[config.mk]
export PLATFORM = sky130hd
export DESIGN_NAME = pnp_ctrl
export DESIGN_NICKNAME = d
export VERILOG_FILES = /design/src/pnp_buf.sv /design/src/pnp_ctrl.sv
export SDC_FILE = /design/constraint.sdc
export NUM_CORES = 1
export LEC_CHECK = 0
export ABC_CLOCK_PERIOD_IN_PS = 4950
export BUFFER_PORTS_ARGS = -buffer_cell sky130_fd_sc_hd__buf_2
export CORE_MARGIN = 4
export CORE_UTILIZATION = 55
export CTS_CLUSTER_DIAMETER = 50
export CTS_CLUSTER_SIZE = 28
export DETAILED_ROUTE_END_ITERATION = 8
export PLACE_DENSITY = 0.82
export SYNTH_ARGS = -nofsm -noshare
export SYNTH_HDL_FRONTEND = slang
export SYNTH_SLANG_ARGS = --single-unit
export TNS_END_PERCENT = 5
[constraint.sdc]
create_clock -name clk_i -period 4.95 [get_ports clk_i]
set_input_delay 0.2475 -clock clk_i [delete_from_list [all_inputs] [get_ports clk_i]]
set_output_delay 0.2475 -clock clk_i [all_outputs]
set_load 0.01 [all_outputs]
[src/pnp_buf.sv]
// Shared constants of the parallel programming port controller and its two-entry read buffer.
`timescale 1ns/100ps
`default_nettype none

package pnp_pkg;
	localparam int CLK_NS         = 50;
	// Timing figures, in nanoseconds, and the synchroniser depth in stages.
	localparam int PULSE_NS       = 250;
	localparam int SETUP_NS       = 67;
	localparam int HOLD_NS        = 67;
	localparam int WLRL_MAX_NS    = 1000;
	localparam int OLDV_MAX_NS    = 250;
	localparam int OHDZ_MAX_NS    = 250;
	localparam int WLRH_CE_MAX_NS = 9000000;
	localparam int SYNC_STAGES    = 2;
	// Least times and the two output enable delays round up; the write-to-ready and timeout limits round down.
	localparam int PULSE_CYC      = (PULSE_NS + CLK_NS - 1) / CLK_NS;
	localparam int SETUP_CYC      = (SETUP_NS + CLK_NS - 1) / CLK_NS;
	localparam int HOLD_CYC       = (HOLD_NS + CLK_NS - 1) / CLK_NS;
	localparam int WLRL_CYC       = WLRL_MAX_NS / CLK_NS;
	localparam int OLDV_CYC       = (OLDV_MAX_NS + CLK_NS - 1) / CLK_NS + SYNC_STAGES;
	localparam int OHDZ_CYC       = (OHDZ_MAX_NS + CLK_NS - 1) / CLK_NS;
	localparam int TIMEOUT_CYC    = WLRH_CE_MAX_NS / CLK_NS;
	localparam int CNT_W          = 18;
	localparam int DATA_W         = 8;
	localparam int BUF_DEPTH      = 2;
	// Action select codes for the load strobe.
	localparam logic [1:0] ACT_ADDR = 2'h0;
	localparam logic [1:0] ACT_DATA = 2'h1;
	localparam logic [1:0] ACT_CMD  = 2'h2;
	localparam logic [1:0] ACT_IDLE = 2'h3;
	// Device command codes, for the user's reference.
	localparam logic [7:0] CMD_CHIP_ERASE = 8'h80;
	localparam logic [7:0] CMD_WR_FUSE    = 8'h40;
	localparam logic [7:0] CMD_WR_LOCK    = 8'h20;
	localparam logic [7:0] CMD_WR_FLASH   = 8'h10;
	localparam logic [7:0] CMD_WR_EEPROM  = 8'h11;
	localparam logic [7:0] CMD_RD_SIG     = 8'h08;
	localparam logic [7:0] CMD_RD_FUSE    = 8'h04;
	localparam logic [7:0] CMD_RD_FLASH   = 8'h02;
	localparam logic [7:0] CMD_RD_EEPROM  = 8'h03;
	localparam logic [7:0] CMD_NOP        = 8'h00;

	typedef enum logic [2:0] {
		OP_CMD   = 3'h0,
		OP_ADDR  = 3'h1,
		OP_DATA  = 3'h2,
		OP_LATCH = 3'h3,
		OP_WRITE = 3'h4,
		OP_READ  = 3'h5
	} pnp_op_e;

	typedef enum logic [2:0] {
		ST_IDLE  = 3'h0,
		ST_SETUP = 3'h1,
		ST_PULSE = 3'h2,
		ST_HOLD  = 3'h3,
		ST_WLRL  = 3'h4,
		ST_RDY   = 3'h5,
		ST_RD    = 3'h6,
		ST_TURN  = 3'h7
	} pnp_state_e;
endpackage

////////////////////////////////////////////////////////////////////////////////

module pnp_buf
	import pnp_pkg::*;
(
	input  wire logic              clk_i,
	input  wire logic              rst_b_i,
	input  wire logic              in_valid_i,
	output logic                   in_ready_o,
	input  wire logic [DATA_W-1:0] in_data_i,
	output logic                   out_valid_o,
	input  wire logic              out_ready_i,
	output logic [DATA_W-1:0]      out_data_o
);
	logic [DATA_W-1:0] mem_q [BUF_DEPTH];
	logic [DATA_W-1:0] mem_d [BUF_DEPTH];
	logic              wr_ptr_q, wr_ptr_d;
	logic              rd_ptr_q, rd_ptr_d;
	logic [1:0]        count_q, count_d;
	logic              push;
	logic              pop;

	always_comb begin
		push     = in_valid_i && (count_q != 2'(BUF_DEPTH));
		pop      = out_ready_i && (count_q != 2'h0);
		mem_d    = mem_q;
		wr_ptr_d = wr_ptr_q;
		rd_ptr_d = rd_ptr_q;
		count_d  = count_q;
		if (push) begin
			mem_d[wr_ptr_q] = in_data_i;
			wr_ptr_d        = ~wr_ptr_q;
		end
		if (pop) begin
			rd_ptr_d = ~rd_ptr_q;
		end
		if (push && !pop) begin
			count_d = count_q + 2'h1;
		end else if (pop && !push) begin
			count_d = count_q - 2'h1;
		end
	end

	always_ff @(posedge clk_i or negedge rst_b_i) begin
		if (!rst_b_i) begin
			for (int i = 0; i < BUF_DEPTH; i++) begin
				mem_q[i] <= '0;
			end
			wr_ptr_q <= 1'b0;
			rd_ptr_q <= 1'b0;
			count_q  <= 2'h0;
		end else begin
			mem_q    <= mem_d;
			wr_ptr_q <= wr_ptr_d;
			rd_ptr_q <= rd_ptr_d;
			count_q  <= count_d;
		end
	end

	assign in_ready_o  = (count_q != 2'(BUF_DEPTH));
	assign out_valid_o = (count_q != 2'h0);
	assign out_data_o  = mem_q[rd_ptr_q];
endmodule // pnp_buf

`default_nettype wire

[src/pnp_ctrl.sv]
// Programmer that drives the device's parallel programming pins from a user request port.
// Operation
// - High address byte reload may be skipped inside one 256 window.
// - Command load: action 10, primary select 0, code on data, load strobe.
// - Chip erase starts on write-low pulse; wait ready before next command.
// - Action 00 loads address byte; primary select picks low or high.
// - Action 01 loads data byte; primary select picks low or high.
// - Page latch pulse with primary select 1 stores word in page buffer.
// - Write-low pulse programs flash page; wait ready before next page.
// - Loading command 0000 0000 ends page programming as no operation.
// - EEPROM page written by write-low pulse with select 0, then wait ready.
// - Fuse write: code 0100 0000, data byte, byte selects pick fuse byte.
`timescale 1ns/100ps
`default_nettype none

module pnp_ctrl
	import pnp_pkg::*;
#(
	parameter int TIMEOUT = TIMEOUT_CYC
) (
	input  wire logic              clk_i,
	input  wire logic              rst_b_i,
	// User request port.
	input  wire logic              req_valid_i,
	output logic                   req_ready_o,
	input  wire logic [2:0]        req_op_i,
	input  wire logic [DATA_W-1:0] req_data_i,
	input  wire logic [1:0]        req_sel_i,
	output logic                   timeout_o,
	// Read data toward the user.
	output logic                   rd_valid_o,
	input  wire logic              rd_ready_i,
	output logic [DATA_W-1:0]      rd_data_o,
	// Device pins.
	output logic                   action_select_hi_o,
	output logic                   action_select_lo_o,
	output logic                   byte_select_primary_o,
	output logic                   byte_select_secondary_o,
	output logic                   page_latch_strobe_o,
	output logic                   load_strobe_clock_o,
	output logic                   wr_b_o,
	output logic                   oe_b_o,
	input  wire logic              ready_not_busy_i,
	input  wire logic [DATA_W-1:0] data_i,
	output logic [DATA_W-1:0]      data_o,
	output logic                   data_oe_b_o
);
	typedef logic [CNT_W-1:0] pnp_cnt_t;

	pnp_state_e        state_q, state_d;
	pnp_op_e           op_q, op_d;
	pnp_cnt_t          cnt_q, cnt_d;
	logic [1:0]        act_q, act_d;
	logic              sel_pri_q, sel_pri_d;
	logic              sel_sec_q, sel_sec_d;
	logic              page_q, page_d;
	logic              xtal_q, xtal_d;
	logic              wr_b_q, wr_b_d;
	logic              oe_b_q, oe_b_d;
	logic [DATA_W-1:0] dout_q, dout_d;
	logic              dout_oe_b_q, dout_oe_b_d;
	logic              req_ready_q, req_ready_d;
	logic              timeout_q, timeout_d;
	logic [DATA_W-1:0] hi_q, hi_d;
	logic              hi_vld_q, hi_vld_d;
	logic              push;
	logic              buf_in_ready;
	// Synchronisers for the device's inputs.
	logic              rdy_s1_q, rdy_s2_q;
	logic [DATA_W-1:0] din_s1_q, din_s2_q;

	////////////////////////////////////////////////////////////////////////////////

	always_ff @(posedge clk_i or negedge rst_b_i) begin
		if (!rst_b_i) begin
			rdy_s1_q <= 1'b0;
			rdy_s2_q <= 1'b0;
			din_s1_q <= '0;
			din_s2_q <= '0;
		end else begin
			rdy_s1_q <= ready_not_busy_i;
			rdy_s2_q <= rdy_s1_q;
			din_s1_q <= data_i;
			din_s2_q <= din_s1_q;
		end
	end

	////////////////////////////////////////////////////////////////////////////////

	always_comb begin
		state_d     = state_q;
		op_d        = op_q;
		cnt_d       = cnt_q;
		act_d       = act_q;
		sel_pri_d   = sel_pri_q;
		sel_sec_d   = sel_sec_q;
		page_d      = page_q;
		xtal_d      = xtal_q;
		wr_b_d      = wr_b_q;
		oe_b_d      = oe_b_q;
		dout_d      = dout_q;
		dout_oe_b_d = dout_oe_b_q;
		timeout_d   = timeout_q;
		hi_d        = hi_q;
		hi_vld_d    = hi_vld_q;
		push        = 1'b0;
		case (state_q)
			ST_IDLE: begin
				if (req_valid_i && req_ready_q) begin
					op_d      = pnp_op_e'(req_op_i);
					timeout_d = 1'b0;
					cnt_d     = pnp_cnt_t'(SETUP_CYC - 1);
					state_d   = ST_SETUP;
					sel_pri_d = req_sel_i[0];
					sel_sec_d = req_sel_i[1];
					case (pnp_op_e'(req_op_i))
						OP_CMD: begin
							act_d       = ACT_CMD;
							sel_pri_d   = 1'b0;
							sel_sec_d   = 1'b0;
							dout_d      = req_data_i;
							dout_oe_b_d = 1'b0;
						end
						OP_ADDR: begin
							// A repeated high byte is dropped; the device still holds it.
							if (req_sel_i[0] && hi_vld_q && (hi_q == req_data_i)) begin
								state_d = ST_IDLE;
							end else begin
								act_d       = ACT_ADDR;
								sel_sec_d   = 1'b0;
								dout_d      = req_data_i;
								dout_oe_b_d = 1'b0;
								if (req_sel_i[0]) begin
									hi_d     = req_data_i;
									hi_vld_d = 1'b1;
								end
							end
						end
						OP_DATA: begin
							act_d       = ACT_DATA;
							sel_sec_d   = 1'b0;
							dout_d      = req_data_i;
							dout_oe_b_d = 1'b0;
						end
						OP_LATCH: begin
							act_d     = ACT_IDLE;
							sel_pri_d = 1'b1;
							sel_sec_d = 1'b0;
						end
						OP_WRITE: begin
							act_d = ACT_IDLE;
						end
						OP_READ: begin
							act_d = ACT_IDLE;
						end
						default: begin
							state_d = ST_IDLE;
						end
					endcase
				end
			end
			ST_SETUP: begin
				if (cnt_q == '0) begin
					cnt_d   = pnp_cnt_t'(PULSE_CYC - 1);
					state_d = ST_PULSE;
					case (op_q)
						OP_CMD, OP_ADDR, OP_DATA: begin
							xtal_d = 1'b1;
						end
						OP_LATCH: begin
							page_d = 1'b1;
						end
						OP_WRITE: begin
							wr_b_d = 1'b0;
						end
						OP_READ: begin
							oe_b_d  = 1'b0;
							cnt_d   = pnp_cnt_t'(OLDV_CYC - 1);
							state_d = ST_RD;
						end
						default: begin
							state_d = ST_IDLE;
						end
					endcase
				end else begin
					cnt_d = cnt_q - 1'b1;
				end
			end
			ST_PULSE: begin
				if (cnt_q == '0) begin
					xtal_d = 1'b0;
					page_d = 1'b0;
					wr_b_d = 1'b1;
					if (op_q == OP_WRITE) begin
						cnt_d   = pnp_cnt_t'(WLRL_CYC - 1);
						state_d = ST_WLRL;
					end else begin
						cnt_d   = pnp_cnt_t'(HOLD_CYC - 1);
						state_d = ST_HOLD;
					end
				end else begin
					cnt_d = cnt_q - 1'b1;
				end
			end
			ST_HOLD: begin
				if (cnt_q == '0) begin
					dout_oe_b_d = 1'b1;
					act_d       = ACT_IDLE;
					state_d     = ST_IDLE;
				end else begin
					cnt_d = cnt_q - 1'b1;
				end
			end
			ST_WLRL: begin
				// Ready is not trusted until the device has had its longest time to drop it.
				if (cnt_q == '0) begin
					cnt_d   = pnp_cnt_t'(TIMEOUT - 1);
					state_d = ST_RDY;
				end else begin
					cnt_d = cnt_q - 1'b1;
				end
			end
			ST_RDY: begin
				if (rdy_s2_q) begin
					state_d = ST_IDLE;
				end else if (cnt_q == '0) begin
					timeout_d = 1'b1;
					state_d   = ST_IDLE;
				end else begin
					cnt_d = cnt_q - 1'b1;
				end
			end
			ST_RD: begin
				// A full buffer holds output enable low, so no read byte is lost.
				if (cnt_q != '0) begin
					cnt_d = cnt_q - 1'b1;
				end else if (buf_in_ready) begin
					push    = 1'b1;
					oe_b_d  = 1'b1;
					cnt_d   = pnp_cnt_t'(OHDZ_CYC - 1);
					state_d = ST_TURN;
				end
			end
			ST_TURN: begin
				// The bus stays released until the device has surely stopped driving.
				if (cnt_q == '0) begin
					state_d = ST_IDLE;
				end else begin
					cnt_d = cnt_q - 1'b1;
				end
			end
			default: begin
				state_d = ST_IDLE;
			end
		endcase
		req_ready_d = (state_d == ST_IDLE);
	end

	always_ff @(posedge clk_i or negedge rst_b_i) begin
		if (!rst_b_i) begin
			state_q     <= ST_IDLE;
			op_q        <= OP_CMD;
			cnt_q       <= '0;
			act_q       <= ACT_IDLE;
			sel_pri_q   <= 1'b0;
			sel_sec_q   <= 1'b0;
			page_q      <= 1'b0;
			xtal_q      <= 1'b0;
			wr_b_q      <= 1'b1;
			oe_b_q      <= 1'b1;
			dout_q      <= '0;
			dout_oe_b_q <= 1'b1;
			req_ready_q <= 1'b0;
			timeout_q   <= 1'b0;
			hi_q        <= '0;
			hi_vld_q    <= 1'b0;
		end else begin
			state_q     <= state_d;
			op_q        <= op_d;
			cnt_q       <= cnt_d;
			act_q       <= act_d;
			sel_pri_q   <= sel_pri_d;
			sel_sec_q   <= sel_sec_d;
			page_q      <= page_d;
			xtal_q      <= xtal_d;
			wr_b_q      <= wr_b_d;
			oe_b_q      <= oe_b_d;
			dout_q      <= dout_d;
			dout_oe_b_q <= dout_oe_b_d;
			req_ready_q <= req_ready_d;
			timeout_q   <= timeout_d;
			hi_q        <= hi_d;
			hi_vld_q    <= hi_vld_d;
		end
	end

	////////////////////////////////////////////////////////////////////////////////

	pnp_buf u_buf (
		.clk_i       (clk_i),
		.rst_b_i     (rst_b_i),
		.in_valid_i  (push),
		.in_ready_o  (buf_in_ready),
		.in_data_i   (din_s2_q),
		.out_valid_o (rd_valid_o),
		.out_ready_i (rd_ready_i),
		.out_data_o  (rd_data_o)
	);

	assign req_ready_o             = req_ready_q;
	assign timeout_o               = timeout_q;
	assign action_select_hi_o      = act_q[1];
	assign action_select_lo_o      = act_q[0];
	assign byte_select_primary_o   = sel_pri_q;
	assign byte_select_secondary_o = sel_sec_q;
	assign page_latch_strobe_o     = page_q;
	assign load_strobe_clock_o     = xtal_q;
	assign wr_b_o                  = wr_b_q;
	assign oe_b_o                  = oe_b_q;
	assign data_o                  = dout_q;
	assign data_oe_b_o             = dout_oe_b_q;
endmodule // pnp_ctrl

`default_nettype wire

==> impl_results.md <==
- Synth Flop Type: dfrtp_1
- Layout Utilization: 0.656
- Fin crit period: around 3400 ps
- Synth Register Bits: 90
- Share of cells above drive strength 1: 0.283
- Largest net degree at the start of global routing: just over 90
- Setup Total Neg Slack: 0 ps
- Worst EP arrival: 3660 ps
- Measured slew at the worst slew-check pin: ~1100 ps
- HPWL Detailed: 5790 microns
- Die area: approximately 0.0091 sq mm
- Final hold slack: 97.3 ps
- Antenna-violating nets left: 0
- Hold Violations, Final: 0
- # fillers: approximately 570
- First-pass GRT wire length: around 15,000 microns
- Resize count post-CTS: 0
- TritonCTS Buffers: 9
- CTS max path bufs: 2
- Fin crit share: 0.691
- RSZ-0062 raised after global routing: false
- Fraction of registers with async set/reset: 1.00
- EDFF count, synth: 0
- Met2 Use GR: 0.327
- Cell family with most CP delay: simple AND/OR/NAND/NOR gates
- Clock skew: between 10 and 15 ps
- Busiest grt layer: met2
- Yosys warnings: 0
- Inst Count DP: about 500
- Die Width: between 90 and 100 microns
- Post-CTS setup buffer count: 0
- CTS tree: yes
- Layout area overhead: 14.8%
- Pre-CTS setup slack: between 1500 and 2000 ps
- Row count: 31
- H-Tree Depth: 3
- Nets: roughly 460
- Startpoint types: register
- Hold Crit Class: primary input to async pin
- Port-buffer cells: 53
- CTS Root Cell: clkbuf_8
- Cells after synthesis: 373
- Cell variety after synth: 63
- Via-to-Cell Ratio: 5.89
- ANT cells: 0
- Register area share after synthesis: 0.539
- CP required: between 5000 and 6000 ps
- Max cap viols: 0
- Clock latency at the later pin of the worst-skew pair: approximately 360 ps
- Worst-path clk slew: 90 ps
- CP endpoint kind: register
- Die Y: roughly 95 microns
- CP max stage delay: around 920 ps
- # hold bufs at CTS: 9
- Met3 Resource Use GR: 0.0395
- I/O pins: 54
- Synthesized cell area: between 0.004 and 0.005 sq mm
- Core outline area: approximately 0.0073 sq mm
- Layout Cells excl Fill: roughly 530
- Critical Path Fanout Max: 19
- PwrDens: about 520 mW/mm^2
- RePlAce Congestion: ~0.86
- Highest clock rate: 0.292 GHz
- Via count: about 3,100
- Critical-path top delay cell: nor3_2
- Reg area: between 0.002 and 0.0025 sq mm
- Multi-input logic area: roughly 0.0018 sq mm
- Status: finished, final reports clean
- CP Cell Sequence: inv_1 -> ha_1 -> or4b_1 -> nor3_2 -> nand2_1 -> nor3_1 -> ha_1 -> xor2_1 -> nor2_1 -> xor2_1
- Met1 global-route usage: 0.282
- Final number of max-transition violations: 0
- Total Wirelength: about 8500 microns
- WL/cell: ~16 microns
- CP Class: register to register
- CP bufs+invs: 1
- Total GRT Usage: 0.209
- Final setup viols: 0
- Slew margin rel.: 0.259
- Syn Nets: 401
- Syn Area/Cell: roughly 11 sq um
- Initial antenna violation count: 0
- Lkg Pwr: ~0.0022 uW
- Final worst slack: roughly 1500 ps
- Drt pass-1 iters: 6
- Iteration-0 DRC Markers: 301
- Clk sinks: 90
- Initial Utilization: 0.572
- Total grt overflow: 0
- # DRC: 0
- Max VDD drop: around 0.00031 V
- Vias in the first global route: roughly 3,100
-- layout by cell type, fill, tap and decap left out, drive strengths merged, types with 3 or more instances in the layout --
cell type,instances
nand4,5
nor2,15
nor4,7
o22ai,4
nor2b,4
dfstp,5
or3,5
dlygate4sd3,9
mux2,40
xnor2,13
clkbuf,10
o211ai,3
nand2,24
o21a,4
a211oi,7
a21oi,13
inv,15
or2,3
or4,6
a31oi,9
nor3,9
o21ai,26
dfrtp,85
nand2b,4
buf,53
nand3,11
a21o,3
-- metal layers --
layer	routed length [microns]	vias to the layer above
met1	3630	1528
met5	0	-
met2	4110	104
met3	522	16
li1	-	1495
met4	222	0
-- worst paths after layout --
| path | from | to | slack [ps] | cells after the start |
|---|---|---|---|---|
| setup / recovery | cnt_q[0]$_DFFE_PN0P_ | u_buf.count_q[1]$_DFFE_PN0P_ | 1530 | 10 |
| hold / removal | rst_b_i | din_s1_q[2]$_DFF_PN0_ | 100 | 1 |
| setup reg to reg | cnt_q[0]$_DFFE_PN0P_ | u_buf.count_q[1]$_DFFE_PN0P_ | 1530 | 10 |
| hold reg to reg | din_s1_q[4]$_DFF_PN0_ | din_s2_q[4]$_DFF_PN0_ | 340 | 0 |
| max in group asynchronous | rst_b_i | cnt_q[4]$_DFFE_PN0P_ | 4190 | 1 |
| min in group clk_i | req_data_i[1] | data_o[1]$_DFFE_PN0P_ | 160 | 2 |
-- kinds of logic after synthesis --
family	share of synthesized area
AOI/OAI and AO/OA	0.141
and+or+nand+nor	0.143
DFF	0.539
adders and majority gates	0.00836
muxes	0.110
buffers and inverters	0.0269
xor gates and xnor gates	0.0314
-- Yosys cell counts, types with 2 or more instances --
cell      count  area (sq um)
nand2_1      24          90.1
a32oi_1       2          17.5
nor4b_1       2          17.5
nor2b_1       4          25.0
or2_2         3          18.8
inv_1        13          48.8
or4_1         5          37.5
xor2_1        2          17.5
nor4_1        6          37.5
o21a_1        4          30.0
dfstp_2       5           131
or3_1         4          25.0
clkbuf_1     12          45.0
nand3b_1      2          15.0
a211oi_1      7          52.6
a21o_1        3          22.5
o32a_1        2          20.0
nor2_1       14          52.6
a21oi_1      13          65.1
nand4_1       5          31.3
dfrtp_1      85          2130
mux2_2       40           450
o211ai_1      3          22.5
a211o_1       2          17.5
ha_1          2          25.0
nand3_1      11          55.1
buf_2         2          10.0
nand2b_1      4          25.0
o21ai_0      25           125
nor3_1        8          40.0
xnor2_1      13           114
o31a_1        2          17.5
a31oi_1       9          56.3
o31ai_1       2          15.0
o22ai_1       4          25.0
and3_1        2          12.5
-- final cells by class --
class	count	share of cell area
well taps	99	0.0258
clock inverters	6	0.0151
repair buffers	62	0.0744
inverters	13	0.0101
clock buffers	10	0.0265
flip-flops and latches	90	0.470
multi-input cells	254	0.378
-- flip-flops by register name (all words and copies together), names as in the netlist, 2 cells and up --
signal	flops
din_s1_q	8
cnt_q	18
act_q	2
din_s2_q	8
u_buf.mem_q	16
state_q	3
data_o	8
op_q	3
hi_q	8
u_buf.count_q	2
-- report_power, final --
part / internal (uW) / switching (uW)
combinational: 388 / 511
clock: 239 / 260
sequential: 924 / 198
-- stage by stage --
step / power, uW / cell area [sq um]
after floorplan: 1770 / 4190
after global placement: 1980 / 4520
after detailed placement: 2010 / 4520
after CTS: 2530 / 4810
after global routing: 2700 / 4810
final: 2520 / 4810
No activity file was read; power rests on OpenSTA's default activity.
